### src/design/vafe_pkg.sv
/*
 * Constants for the video front-end control block: register offsets,
 * field positions, reset values and black-level loop figures.
 * Assumes a byte-wide register port with one-cycle read latency.
 */
package vafe_pkg;
	// ------------------------------------------------------------
	// Register offsets
	// ------------------------------------------------------------
	localparam logic [7:0] VAFE_OFS_OFFSET_R   = 8'h03;
	localparam logic [7:0] VAFE_OFS_OFFSET_G   = 8'h04;
	localparam logic [7:0] VAFE_OFS_OFFSET_B   = 8'h09;
	localparam logic [7:0] VAFE_OFS_INPUT_CFG  = 8'h05;
	localparam logic [7:0] VAFE_OFS_GAIN_0     = 8'h06;
	localparam logic [7:0] VAFE_OFS_GAIN_1     = 8'h07;
	localparam logic [7:0] VAFE_OFS_GAIN_2     = 8'h08;
	localparam logic [7:0] VAFE_OFS_BLACK_CFG  = 8'h17;
	localparam logic [7:0] VAFE_OFS_POWER      = 8'h1B;
	localparam logic [7:0] VAFE_OFS_TUNING     = 8'h1C;
	localparam logic [7:0] VAFE_OFS_CLAMP      = 8'h23;
	localparam logic [7:0] VAFE_OFS_XTAL       = 8'h2B;
	localparam logic [7:0] VAFE_OFS_PHASE      = 8'h30;
	localparam logic [7:0] VAFE_OFS_PPL_LO     = 8'h31;
	localparam logic [7:0] VAFE_OFS_PPL_HI     = 8'h32;
	localparam logic [7:0] VAFE_OFS_DAC_R_LO   = 8'h33;
	localparam logic [7:0] VAFE_OFS_DAC_G_LO   = 8'h34;
	localparam logic [7:0] VAFE_OFS_DAC_B_LO   = 8'h35;
	localparam logic [7:0] VAFE_OFS_DAC_HI     = 8'h36;
	// ------------------------------------------------------------
	// Reset values
	// ------------------------------------------------------------
	localparam logic [7:0] VAFE_RST_POWER      = 8'h00;
	localparam logic [7:0] VAFE_RST_TUNING     = 8'h47;
	localparam logic [7:0] VAFE_RST_CLAMP      = 8'h08;
	localparam logic [7:0] VAFE_RST_XTAL       = 8'h14;
	localparam logic [7:0] VAFE_RST_GAIN       = 8'h55;
	localparam logic [7:0] VAFE_RST_OFFSET     = 8'h80;
	localparam logic [7:0] VAFE_RST_BLACK_CFG  = 8'h41;
	localparam logic [7:0] VAFE_RST_INPUT_CFG  = 8'h00;
	localparam logic [9:0] VAFE_RST_DAC        = 10'h200;
	localparam logic [7:0] VAFE_RST_PPL_LO     = 8'h20;
	localparam logic [7:0] VAFE_RST_PPL_HI     = 8'h03;
	// ------------------------------------------------------------
	// Field positions
	// ------------------------------------------------------------
	localparam int VAFE_BIT_PLL_PD     = 3;
	localparam int VAFE_BIT_CLAMP_LO   = 4;
	localparam int VAFE_BIT_YUV        = 2;
	localparam int VAFE_BIT_LOOP_EN    = 0;
	localparam int VAFE_BIT_PIXW_LO    = 2;
	localparam int VAFE_BIT_BW_LO      = 4;
	// ------------------------------------------------------------
	// Black-level loop figures
	// ------------------------------------------------------------
	localparam int VAFE_BASE_PIX_LOG2  = 4;
	localparam int VAFE_BASE_TC_LOG2   = 5;
	localparam logic [7:0] VAFE_BLACK_MID = 8'h80;
	localparam logic [7:0] VAFE_BLACK_LOW = 8'h00;
	localparam int VAFE_PHASE_STEPS    = 64;
endpackage : vafe_pkg

### src/design/vafe_ctrl.sv
/*
 * Control logic of a three-channel video digitizer: power-down, clamp
 * impedance, sampling phase and pixel count, gain latching and the
 * automatic black-level loop driving three 10-bit offset DACs.
 * Assumes a plain register port, a line strobe (i_clamp) once per line,
 * and per-pixel black samples from the converters inside the
 * averaging window, all on i_clk.
 */
`timescale 1ns/1ns
module vafe_ctrl
	import vafe_pkg::*;
#(
	parameter int DAC_W = 10
) (
	input  wire logic             i_clk,
	input  wire logic             i_rst_n,
	input  wire logic [7:0]       i_addr,
	input  wire logic [7:0]       i_wdata,
	input  wire logic             i_wr,
	input  wire logic             i_rd,
	output logic      [7:0]       o_rdata,
	input  wire logic             i_clamp,
	input  wire logic             i_black_vld,
	input  wire logic [23:0]      i_black,
	output logic      [2:0]       o_adc_pd,
	output logic                  o_pll_pd,
	output logic      [2:0]       o_clamp_imp,
	output logic      [5:0]       o_phase,
	output logic      [11:0]      o_pix_per_line,
	output logic      [23:0]      o_gain,
	output logic      [3*DAC_W-1:0] o_dac,
	output logic                  o_yuv
);
	// ------------------------------------------------------------
	// Register file
	// ------------------------------------------------------------
	logic [7:0] power_down;
	logic [7:0] tuning;
	logic [7:0] clamp_set;
	logic [7:0] xtal;
	logic [7:0] input_cfg;
	logic [7:0] black_cfg;
	logic [7:0] phase;
	logic [11:0] ppl;
	logic [7:0] gain_sw [3];
	logic [7:0] offset_sw [3];
	logic [DAC_W-1:0] dac_sw [3];
	logic [DAC_W-1:0] dac [3];
	logic loop_en;

	assign loop_en = black_cfg[VAFE_BIT_LOOP_EN];

	always_ff @(posedge i_clk) begin
		if (!i_rst_n) begin
			power_down <= VAFE_RST_POWER;
			tuning     <= VAFE_RST_TUNING;
			clamp_set  <= VAFE_RST_CLAMP;
			xtal       <= VAFE_RST_XTAL;
			input_cfg  <= VAFE_RST_INPUT_CFG;
			black_cfg  <= VAFE_RST_BLACK_CFG;
			phase      <= 8'h00;
			ppl        <= {VAFE_RST_PPL_HI[3:0], VAFE_RST_PPL_LO};
		end else if (i_wr) begin
			unique case (i_addr)
				VAFE_OFS_POWER:     power_down <= {4'h0, i_wdata[3:0]};
				VAFE_OFS_TUNING:    tuning     <= i_wdata;
				VAFE_OFS_CLAMP:     clamp_set  <= {1'b0, i_wdata[6:0]};
				VAFE_OFS_XTAL:      xtal       <= i_wdata;
				VAFE_OFS_INPUT_CFG: input_cfg  <= i_wdata;
				VAFE_OFS_BLACK_CFG: black_cfg  <= i_wdata;
				VAFE_OFS_PHASE:     phase      <= {2'b00, i_wdata[5:0]};
				VAFE_OFS_PPL_LO:    ppl[7:0]   <= i_wdata;
				VAFE_OFS_PPL_HI:    ppl[11:8]  <= i_wdata[3:0];
				default: ;
			endcase
		end
	end

	// Per-channel gain and offset registers
	genvar ch;
	generate
		for (ch = 0; ch < 3; ch++) begin : g_ch
			localparam logic [7:0] GOFS = VAFE_OFS_GAIN_0 + 8'(ch);
			localparam logic [7:0] OOFS = (ch == 0) ? VAFE_OFS_OFFSET_R :
				(ch == 1) ? VAFE_OFS_OFFSET_G : VAFE_OFS_OFFSET_B;
			localparam logic [7:0] DOFS = VAFE_OFS_DAC_R_LO + 8'(ch);
			always_ff @(posedge i_clk) begin
				if (!i_rst_n) begin
					gain_sw[ch]   <= VAFE_RST_GAIN;
					offset_sw[ch] <= VAFE_RST_OFFSET;
					dac_sw[ch]    <= VAFE_RST_DAC;
				end else if (i_wr) begin
					if (i_addr == GOFS) begin
						gain_sw[ch] <= i_wdata;
					end
					if (i_addr == OOFS) begin
						offset_sw[ch] <= i_wdata;
					end
					if (i_addr == DOFS) begin
						dac_sw[ch][7:0] <= i_wdata;
					end
					if (i_addr == VAFE_OFS_DAC_HI) begin
						dac_sw[ch][DAC_W-1:8] <= i_wdata[2*ch +: 2];
					end
				end
			end

			// Gain reaches the amplifier only on the line's clamp
			always_ff @(posedge i_clk) begin
				if (!i_rst_n) begin
					o_gain[8*ch +: 8] <= VAFE_RST_GAIN;
				end else if (i_clamp) begin
					o_gain[8*ch +: 8] <= gain_sw[ch];
				end
			end

			// Black-level loop; gain plays no part here
			logic [15:0] acc;
			logic [7:0]  cnt;
			logic [15:0] avg;
			logic [9:0]  target;
			logic [9:0]  meas;
			logic [12:0] lines;
			logic        line_done;
			logic [7:0]  npix;
			logic [12:0] tc;
			assign npix = 8'(1 << (VAFE_BASE_PIX_LOG2 + black_cfg[3:2]));
			assign tc   = 13'(1 << (VAFE_BASE_TC_LOG2 + black_cfg[6:4]));
			assign avg  = acc >> (VAFE_BASE_PIX_LOG2 + black_cfg[3:2]);
			assign meas = {avg[7:0], 2'b00};
			// Target in quarter LSB: black code plus manual shift, 0x80 neutral
			// Shift in whole LSBs, held to 64 codes; sum floored at zero
			logic [7:0]         black_code;
			logic signed [7:0]  ofs_diff;
			logic signed [7:0]  ofs_lim;
			logic signed [10:0] tgt_sum;
			assign black_code = ((ch != 1) && input_cfg[VAFE_BIT_YUV]) ?
				VAFE_BLACK_MID : VAFE_BLACK_LOW;
			assign ofs_diff   = $signed(offset_sw[ch] ^ 8'h80);
			assign ofs_lim    = (ofs_diff > 8'sd64) ? 8'sd64 :
				(ofs_diff < -8'sd64) ? -8'sd64 : ofs_diff;
			assign tgt_sum    = $signed({1'b0, black_code, 2'b00}) +
				$signed({ofs_lim[7], ofs_lim, 2'b00});
			assign target     = tgt_sum[10] ? 10'h000 : tgt_sum[9:0];
			always_ff @(posedge i_clk) begin
				if (!i_rst_n) begin
					acc   <= 16'h0000;
					cnt   <= 8'h00;
					lines <= 13'h0000;
					dac[ch] <= VAFE_RST_DAC;
				end else if (!loop_en) begin
					acc     <= 16'h0000;
					cnt     <= 8'h00;
					dac[ch] <= dac_sw[ch];
				end else if (i_clamp) begin
					acc <= 16'h0000;
					cnt <= 8'h00;
					if (cnt >= npix) begin
						lines <= (lines + 13'h0001 >= tc) ? 13'h0000 : lines + 13'h0001;
						// One quarter-LSB step per time constant
						if (lines + 13'h0001 >= tc) begin
							if (meas > target && dac[ch] != '0) begin
								dac[ch] <= dac[ch] - DAC_W'(1);
							end else if (meas < target && dac[ch] != '1) begin
								dac[ch] <= dac[ch] + DAC_W'(1);
							end
						end
					end
				end else if (i_black_vld && cnt < npix) begin
					acc <= acc + 16'(i_black[8*ch +: 8]);
					cnt <= cnt + 8'h01;
				end
			end

			always_ff @(posedge i_clk) begin
				if (!i_rst_n) begin
					o_dac[DAC_W*ch +: DAC_W] <= VAFE_RST_DAC;
				end else begin
					o_dac[DAC_W*ch +: DAC_W] <= dac[ch];
				end
			end
		end
	endgenerate

	// ------------------------------------------------------------
	// Control outputs
	// ------------------------------------------------------------
	always_ff @(posedge i_clk) begin
		if (!i_rst_n) begin
			o_adc_pd       <= 3'h0;
			o_pll_pd       <= 1'b0;
			o_clamp_imp    <= 3'h0;
			o_phase        <= 6'h00;
			o_pix_per_line <= 12'h000;
			o_yuv          <= 1'b0;
		end else begin
			o_adc_pd       <= power_down[2:0];
			o_pll_pd       <= power_down[VAFE_BIT_PLL_PD];
			o_clamp_imp    <= clamp_set[VAFE_BIT_CLAMP_LO +: 3];
			// Phase and count change only at line start, so no step mid-line
			if (i_clamp) begin
				o_phase        <= phase[5:0];
				o_pix_per_line <= ppl;
			end
			o_yuv          <= input_cfg[VAFE_BIT_YUV];
		end
	end

	// ------------------------------------------------------------
	// Read port
	// ------------------------------------------------------------
	always_ff @(posedge i_clk) begin
		if (!i_rst_n) begin
			o_rdata <= 8'h00;
		end else if (i_rd) begin
			unique case (i_addr)
				VAFE_OFS_POWER:     o_rdata <= power_down;
				VAFE_OFS_TUNING:    o_rdata <= tuning;
				VAFE_OFS_CLAMP:     o_rdata <= clamp_set;
				VAFE_OFS_XTAL:      o_rdata <= xtal;
				VAFE_OFS_INPUT_CFG: o_rdata <= input_cfg;
				VAFE_OFS_BLACK_CFG: o_rdata <= black_cfg;
				VAFE_OFS_PHASE:     o_rdata <= phase;
				VAFE_OFS_PPL_LO:    o_rdata <= ppl[7:0];
				VAFE_OFS_PPL_HI:    o_rdata <= {4'h0, ppl[11:8]};
				VAFE_OFS_GAIN_0:    o_rdata <= gain_sw[0];
				VAFE_OFS_GAIN_1:    o_rdata <= gain_sw[1];
				VAFE_OFS_GAIN_2:    o_rdata <= gain_sw[2];
				VAFE_OFS_OFFSET_R:  o_rdata <= offset_sw[0];
				VAFE_OFS_OFFSET_G:  o_rdata <= offset_sw[1];
				VAFE_OFS_OFFSET_B:  o_rdata <= offset_sw[2];
				// Reads show live DAC codes, loop state included
				VAFE_OFS_DAC_R_LO:  o_rdata <= dac[0][7:0];
				VAFE_OFS_DAC_G_LO:  o_rdata <= dac[1][7:0];
				VAFE_OFS_DAC_B_LO:  o_rdata <= dac[2][7:0];
				VAFE_OFS_DAC_HI:    o_rdata <= {2'b00, dac[2][9:8], dac[1][9:8], dac[0][9:8]};
				default:            o_rdata <= 8'h00;
			endcase
		end else begin
			o_rdata <= 8'h00;
		end
	end

	// ------------------------------------------------------------
	// Checks
	// ------------------------------------------------------------
	a_pd_follow: assert property (@(posedge i_clk) disable iff (!i_rst_n)
		i_wr && i_addr == VAFE_OFS_POWER |=> ##1 o_adc_pd == $past(i_wdata[2:0], 2))
		else $error("power-down bits not applied");
	a_pll_pd: assert property (@(posedge i_clk) disable iff (!i_rst_n)
		i_wr && i_addr == VAFE_OFS_POWER |=> ##1 o_pll_pd == $past(i_wdata[3], 2))
		else $error("pll power-down wrong");
	a_clamp_imp: assert property (@(posedge i_clk) disable iff (!i_rst_n)
		i_wr && i_addr == VAFE_OFS_CLAMP |=> ##1 o_clamp_imp == $past(i_wdata[6:4], 2))
		else $error("clamp impedance wrong");
	a_gain_hold: assert property (@(posedge i_clk) disable iff (!i_rst_n)
		!i_clamp |=> $stable(o_gain))
		else $error("gain changed without clamp");
	a_gain_load: assert property (@(posedge i_clk) disable iff (!i_rst_n)
		i_clamp |=> o_gain == {$past(gain_sw[2]), $past(gain_sw[1]), $past(gain_sw[0])})
		else $error("gain not loaded at clamp");
	a_phase_line: assert property (@(posedge i_clk) disable iff (!i_rst_n)
		!i_clamp |=> $stable(o_phase) && $stable(o_pix_per_line))
		else $error("phase moved within a line");
	a_dac_manual: assert property (@(posedge i_clk) disable iff (!i_rst_n)
		!loop_en ##1 !loop_en |=> o_dac[9:0] == $past(dac_sw[0], 2))
		else $error("manual dac not followed");
	a_dac_step: assert property (@(posedge i_clk) disable iff (!i_rst_n)
		loop_en && $past(loop_en) |-> dac[0] - $past(dac[0]) inside {10'h000, 10'h001, 10'h3FF})
		else $error("dac step too large");
endmodule // vafe_ctrl

### config.mk
export PLATFORM = sky130hd
export DESIGN_NAME = vafe_ctrl
export DESIGN_NICKNAME = d
export VERILOG_FILES = /design/src/design/vafe_pkg.sv /design/src/design/vafe_ctrl.sv
export SDC_FILE = /design/constraint.sdc
export NUM_CORES = 1
export LEC_CHECK = 0
export CORE_ASPECT_RATIO = 1.4
export CORE_MARGIN = 2
export CORE_UTILIZATION = 50
export DETAILED_ROUTE_END_ITERATION = 6
export DONT_BUFFER_PORTS = 1
export GPL_ROUTABILITY_DRIVEN = 1
export GPL_TIMING_DRIVEN = 0
export PLACE_DENSITY = 0.77
export SYNTH_ARGS = -nofsm -noshare
export SYNTH_HDL_FRONTEND = slang
export SYNTH_SLANG_ARGS = --single-unit
### constraint.sdc
create_clock -name i_clk -period 4.8 [get_ports i_clk]
set_input_delay 0.48 -clock i_clk [delete_from_list [all_inputs] [get_ports i_clk]]
set_output_delay 0.48 -clock i_clk [all_outputs]
set_load 0.02 [all_outputs]
=== After elaboration in Yosys (flattened, before gate mapping) ===
Memory sizes are Yosys's and may differ from the RTL's.
Index checks and enable logic that the tools add are counted.

* Add/sub/neg operators: 19
* Multiply operators: 0
* Divide/modulo/power cells: 0
* Magnitude comparators: 21
* Equality and inequality tests: 22
* Shifts and indexed selects: 5
* Multiplexer cells: 124
* Bitwise operators: 26
* Reductions and logical operators: 26

{| class="wikitable"
|+ Operators with widths
! operator !! count
|-
| $pmux W8 S19 || 1
|-
| $mux W8 || 16
|-
| $mux W10 || 11
|-
| $mux W1 || 89
|-
| $eq A8 B6 Y1 const B || 9
|-
| $shr A16 B32 Y8 || 2
|-
| $add A16 B8 Y16 || 3
|-
| $add A13 B1 Y13 const B || 3
|-
| $ge A13 B13 Y1 || 3
|-
| $mux W13 || 3
|-
| $eq A8 B3 Y1 const B || 4
|-
| $shl A1 B32 Y8 const A || 1
|-
| $add A10 B1 Y10 const B || 3
|-
| $ne A10 B10 Y1 const B || 3
|-
| $reduce_bool A10 Y1 || 3
|-
| $sub A10 B1 Y10 const B || 3
|-
| $add A8 B1 Y8 const B || 3
|-
| $eq A8 B5 Y1 const B || 3
|-
| $ge A8 B8 Y1 || 3
|-
| $gt A8 B8 Y1 const B || 3
|-
| $lt A8 B7 Y1 const B || 3
|-
| $lt A8 B8 Y1 || 3
|-
| $add A11 B10 Y11 || 2
|-
| $or A1 B1 Y1 || 21
|-
| other kinds (17) || 45
|}

* Register bits: 260
* Bits in latches: 0
* Memory bits (writable): 108
* ROM bits: 0
* Bits of input ports: 46
* Output and inout bits: 88
* Word-level logic and storage cells: 278
* Memories: 4

{| class="wikitable"
|+ Memories
! memory !! depth !! width !! read ports !! clocked after memory_dff !! wr ports !! line !! source
|-
| dac || 3 || 10 || 3 || 0 || 3 || vafe_ctrl.sv:48 || <nowiki>logic [DAC_W-1:0] dac [3];</nowiki>
|-
| dac_sw || 3 || 10 || 3 || 0 || 3 || vafe_ctrl.sv:47 || <nowiki>logic [DAC_W-1:0] dac_sw [3];</nowiki>
|-
| gain_sw || 3 || 8 || 3 || 0 || 3 || vafe_ctrl.sv:45 || <nowiki>logic [7:0] gain_sw [3];</nowiki>
|-
| offset_sw || 3 || 8 || 3 || 0 || 3 || vafe_ctrl.sv:46 || <nowiki>logic [7:0] offset_sw [3];</nowiki>
|}

=== Longest topological paths before layout ===
An unclocked memory read counts as a cell.

* Word-level depth: 18
* Gate-level depth with buffers: 17
* Mapped depth without buffers: 15

=== Least setup slack after synthesis ===
No wires, ideal clock.

* Kind: flip-flop to flip-flop
* Start: register black_cfg[2]
* End: memory dac[0][0], enable pin
* Library setup time: 0.379 ns
* Data arrival time: 3.706 ns
* Data required time: 4.421 ns
* Path slack: 0.715 ns
* Stages on the path, launching flop included: 12
* Buffers on the path: 3
* Clock period less this slack: 4.085 ns
* Path through: dfxtp_1 buf_1 buf_2 mux4_2 ha_1 a21o_1 a21o_1 a21oi_1 and3_1 clkbuf_1 nor2_1 o21bai_1

{| class="wikitable"
|+ RTL lines
! element !! line !! source
|-
| start: declaration || vafe_ctrl.sv:42 || <nowiki>logic [7:0] black_cfg;</nowiki>
|-
| start signal: assignment || vafe_ctrl.sv:70 || <nowiki>VAFE_OFS_BLACK_CFG: black_cfg <= i_wdata;</nowiki>
|-
| end: declaration || vafe_ctrl.sv:48 ||
|}

==> flow_summary.ini <==
[clock_tree]
hold_buffers = 0
clkSinkCount = 365
clockBufferDepth = 3
path_clk_slew_ns = 0.06
cts_tree = built
cts-htree-levels = 2
insertion_delay_ns = 0.55
cts_buffers = 38
cts-root-buf = clkbuf_16

[die]
dieArea_sq_um = 42600
die_h_um = 244
io_pins = 134
start_util = 0.507
coreArea_sq_um = 40400
num_rows = 87
die_x_um = 175

[placement]
preCtsSetupSlack_ns = -0.624
portBuffers = 0
hpwl_mm = 51.9
globalplace.congestion = 1.03
place_inst = 2768

[synth]
syn-instance-count = 2219
synth.cell_area_sq_um = 20500
synthDistinctLibCells = 91
synth_edf_count = 108
ys.flop_type = dfxtp_1
async_flop_share = 0
ys_warn_count = 0
seq_area_frac_synth = 0.409
synth.avg_cell_area_sq_um = 9.23
synth-seq-cells = 365

[timing]
hold_viol_final = 0
maxSlewViolCount = 0
tightest_slew_ns = 1.33
period_needed_ns = 4.53
period_share = 0.943
max_freq_mhz = 221
finalSetupViolations = 0
setup_slack_ns = 0.273
finClkSkew_ns = 0.0159
rsz0062_at_grt = false
max-slew-margin-rel = 0.105

[worst_setup_path]
arrival_ns = 4.72
rr_startpoint = black_cfg[2]
cp-end-kind = flip-flop
worstPathMaxFanout = 10
required_ns = 5.00
criticalPathCategory = flip-flop to flip-flop
r2r_end = dac[2][1]
cp-start-kind = flip-flop
reg2reg_slack_ns = 0.27
r2r_cells = 10

[routing]
wl_per_cell_um = 24.1
drc = 0
via_per_inst = 6.21
vias = 17642
ant_nets = 0
first_pass_iters = 6
drtIter0Drc = 1558
drt_wl_total_mm = 68.4

[grt]
antenna_found_initial = 2
grt_max_degree = 17
grt_pass1_vias = 17332
gr-usage-all-layers = 0.315
grt_overflow = 0
grt_pass1_wl_mm = 103

[outcome]
status = finished, final reports clean

[run]
max_cap_violations = 0

[min_path]
whs_path_depth = 2
hp-start = i_wdata[7]
min_path_type = input port to flip-flop
holdPathEnd = black_cfg[7]

[power_and_ir_drop]
p_seq_frac = 0.493
powerDensity_nw_per_um2 = 302
switching_share = 0.259
comb_power_share = 0.087
ir_drop_mv = 0.280
clock_power_share = 0.420
leakagePower_uw = 0.00841
p_switching_uw = 1760
cellInternalPower_uw = 5030
p_total_uw = 6790

[cells_and_area]
fin_cells = 2841
finalCoreUtilization = 0.556
areaGrowthSynthToFinish_pct = 9.63
nNetsFinal = 2439
layout-drive-gt1-share = 0.0620
fill_cells = 3571
[metal layers]
layer  track usage  up-vias  part of all wire
li1              -     8116                 -
met1         0.349     8515              0.36
met2         0.562      777              0.50
met3        0.0570      234             0.072
met4         0.181        0             0.066
met5             0        -                 0
[what timing repair did]
item	in CTS	in global routing
gates resized for setup	6	8
gates cloned	0	0
setup endpoints to repair	47	41
setup buffers	0	3
pin swaps	0	1
[sequential cells by signal (all words and copies together), names as in the netlist, 4 cells and up]
| signal | count |
|---|---|
| g_ch.acc | 45 |
| g_ch.lines | 39 |
| dac | 30 |
| dac_sw | 30 |
| o_dac | 30 |
| g_ch.cnt | 24 |
| gain_sw | 24 |
| o_gain | 24 |
| offset_sw | 24 |
| o_pix_per_line | 12 |
| ppl | 12 |
| black_cfg | 8 |
| input_cfg | 8 |
| o_rdata | 8 |
| tuning | 8 |
| xtal | 8 |
| clamp_set | 7 |
| o_phase | 6 |
| phase | 6 |
| power_down | 4 |
[power by group through the flow]
stage / clock network (uW) / logic, uW / registers (uW)
after detailed placement: 0 / 572 / 3410
after floorplan: 0 / 400 / 3370
after global placement: 0 / 556 / 3410
final: 2850 / 592 / 3350
after global routing: 2980 / 635 / 3350
after CTS: 2870 / 578 / 3340
[cell families (layout without fill, tap and decap cells)]
kind of cell    after synthesis  count (layout)  synth area share
fa+ha+maj                   116             116            0.0719
flops                       365             365             0.409
simple gates                899             899             0.224
buf+inv                     177             250            0.0344
mux                         107             107            0.0671
other cells                   2              17          0.000367
compound gates              458             458             0.152
xor+xnor                     95              95            0.0406
[per-stage QoR]
stage | setup TNS (ns) | hold WS, ns | area [sq um]
after floorplan | 0 | 0.436 | 20500
after global placement | -16.78 | 0.443 | 21200
after detailed placement | -14.10 | 0.457 | 21200
after CTS | 0 | 0.0774 | 22400
after global routing | 0 | 0.104 | 22500
final | 0 | 0.0955 | 22500
[Yosys cell counts, types with 9 or more instances]
cell type | n | area, sq um
a31oi_1 | 20 | 125
a32o_1 | 11 | 110
nor3_1 | 61 | 305
nand3_1 | 99 | 495
nor2_1 | 126 | 473
ha_1 | 113 | 1410
a21boi_0 | 51 | 383
clkbuf_1 | 102 | 383
o211ai_1 | 15 | 113
nand3b_1 | 21 | 158
a21o_1 | 21 | 158
and2_1 | 111 | 694
or2_2 | 10 | 62.6
o22ai_1 | 9 | 56.3
a22oi_1 | 41 | 308
mux2i_1 | 80 | 801
a211oi_1 | 24 | 180
inv_1 | 44 | 165
or3_1 | 13 | 81.3
xnor2_1 | 52 | 455
mux4_2 | 24 | 541
buf_2 | 14 | 70.1
nand2b_1 | 33 | 206
o21ai_0 | 87 | 435
dfxtp_1 | 257 | 5140
o31ai_1 | 15 | 113
nor2b_1 | 75 | 469
buf_1 | 11 | 41.3
edfxtp_1 | 108 | 3240
and3_1 | 34 | 213
nand2_1 | 252 | 946
xor2_1 | 43 | 377
nand4_1 | 22 | 138
a21oi_1 | 91 | 455
[worst max-delay path by stage]
stage / slack, ns / startpoint / cells past startpoint / endpoint
finish: 0.27 / black_cfg[2] / 10 / dac[2][1]
global route: 0.04 / g_ch[0].lines[0] / 15 / dac[0][5]
CTS: 0.08 / black_cfg[3] / 12 / dac[2][2]
detailed placement: -0.62 / black_cfg[2] / 10 / dac[2][3]
global placement: -0.80 / black_cfg[2] / 8 / dac[0][6]
floorplan: 0.71 / black_cfg[2] / 11 / dac[0][0]
[critical path: stages (launching register included)]
cell and delay (ns):
dfxtp_1 0.49, buf_2 0.38, clkbuf_2 0.37, mux4_2 0.55
ha_1 0.31, nand3_1 0.26, o31ai_2 0.63, and4b_1 0.26
clkbuf_1 0.23, nor2_1 0.38, nand3_2 0.31
[layout make-up]
cell class / instances / area (sq um) / area share
clock buffers: 57 / 1090 / 0.0487
multi-input cells: 1690 / 11500 / 0.512
plain buffers: 131 / 537 / 0.0239
repair buffers: 5 / 35.0 / 0.00156
diodes: 2 / 5.00 / 0.000223
clock inverters: 11 / 68.8 / 0.00306
inverters: 46 / 173 / 0.00769
well taps: 534 / 668 / 0.0297
flip-flops and latches: 365 / 8390 / 0.373
[placed cells by master, fill, tap and decap left out, drive strengths merged, types with 35 or more instances in the layout]
| master | instances |
|---|---|
| dfxtp | 257 |
| nand2 | 252 |
| clkbuf | 159 |
| nor2 | 128 |
| ha | 113 |
| and2 | 112 |
| edfxtp | 108 |
| nand3 | 99 |
| a21oi | 92 |
| o21ai | 90 |
| mux2i | 80 |
| nor2b | 75 |
| nor3 | 61 |
| xnor2 | 52 |
| a21boi | 51 |
| inv | 48 |
| xor2 | 43 |
| a22oi | 41 |
| and3 | 35 |
Note: power is estimated with default switching activity, not from simulation.
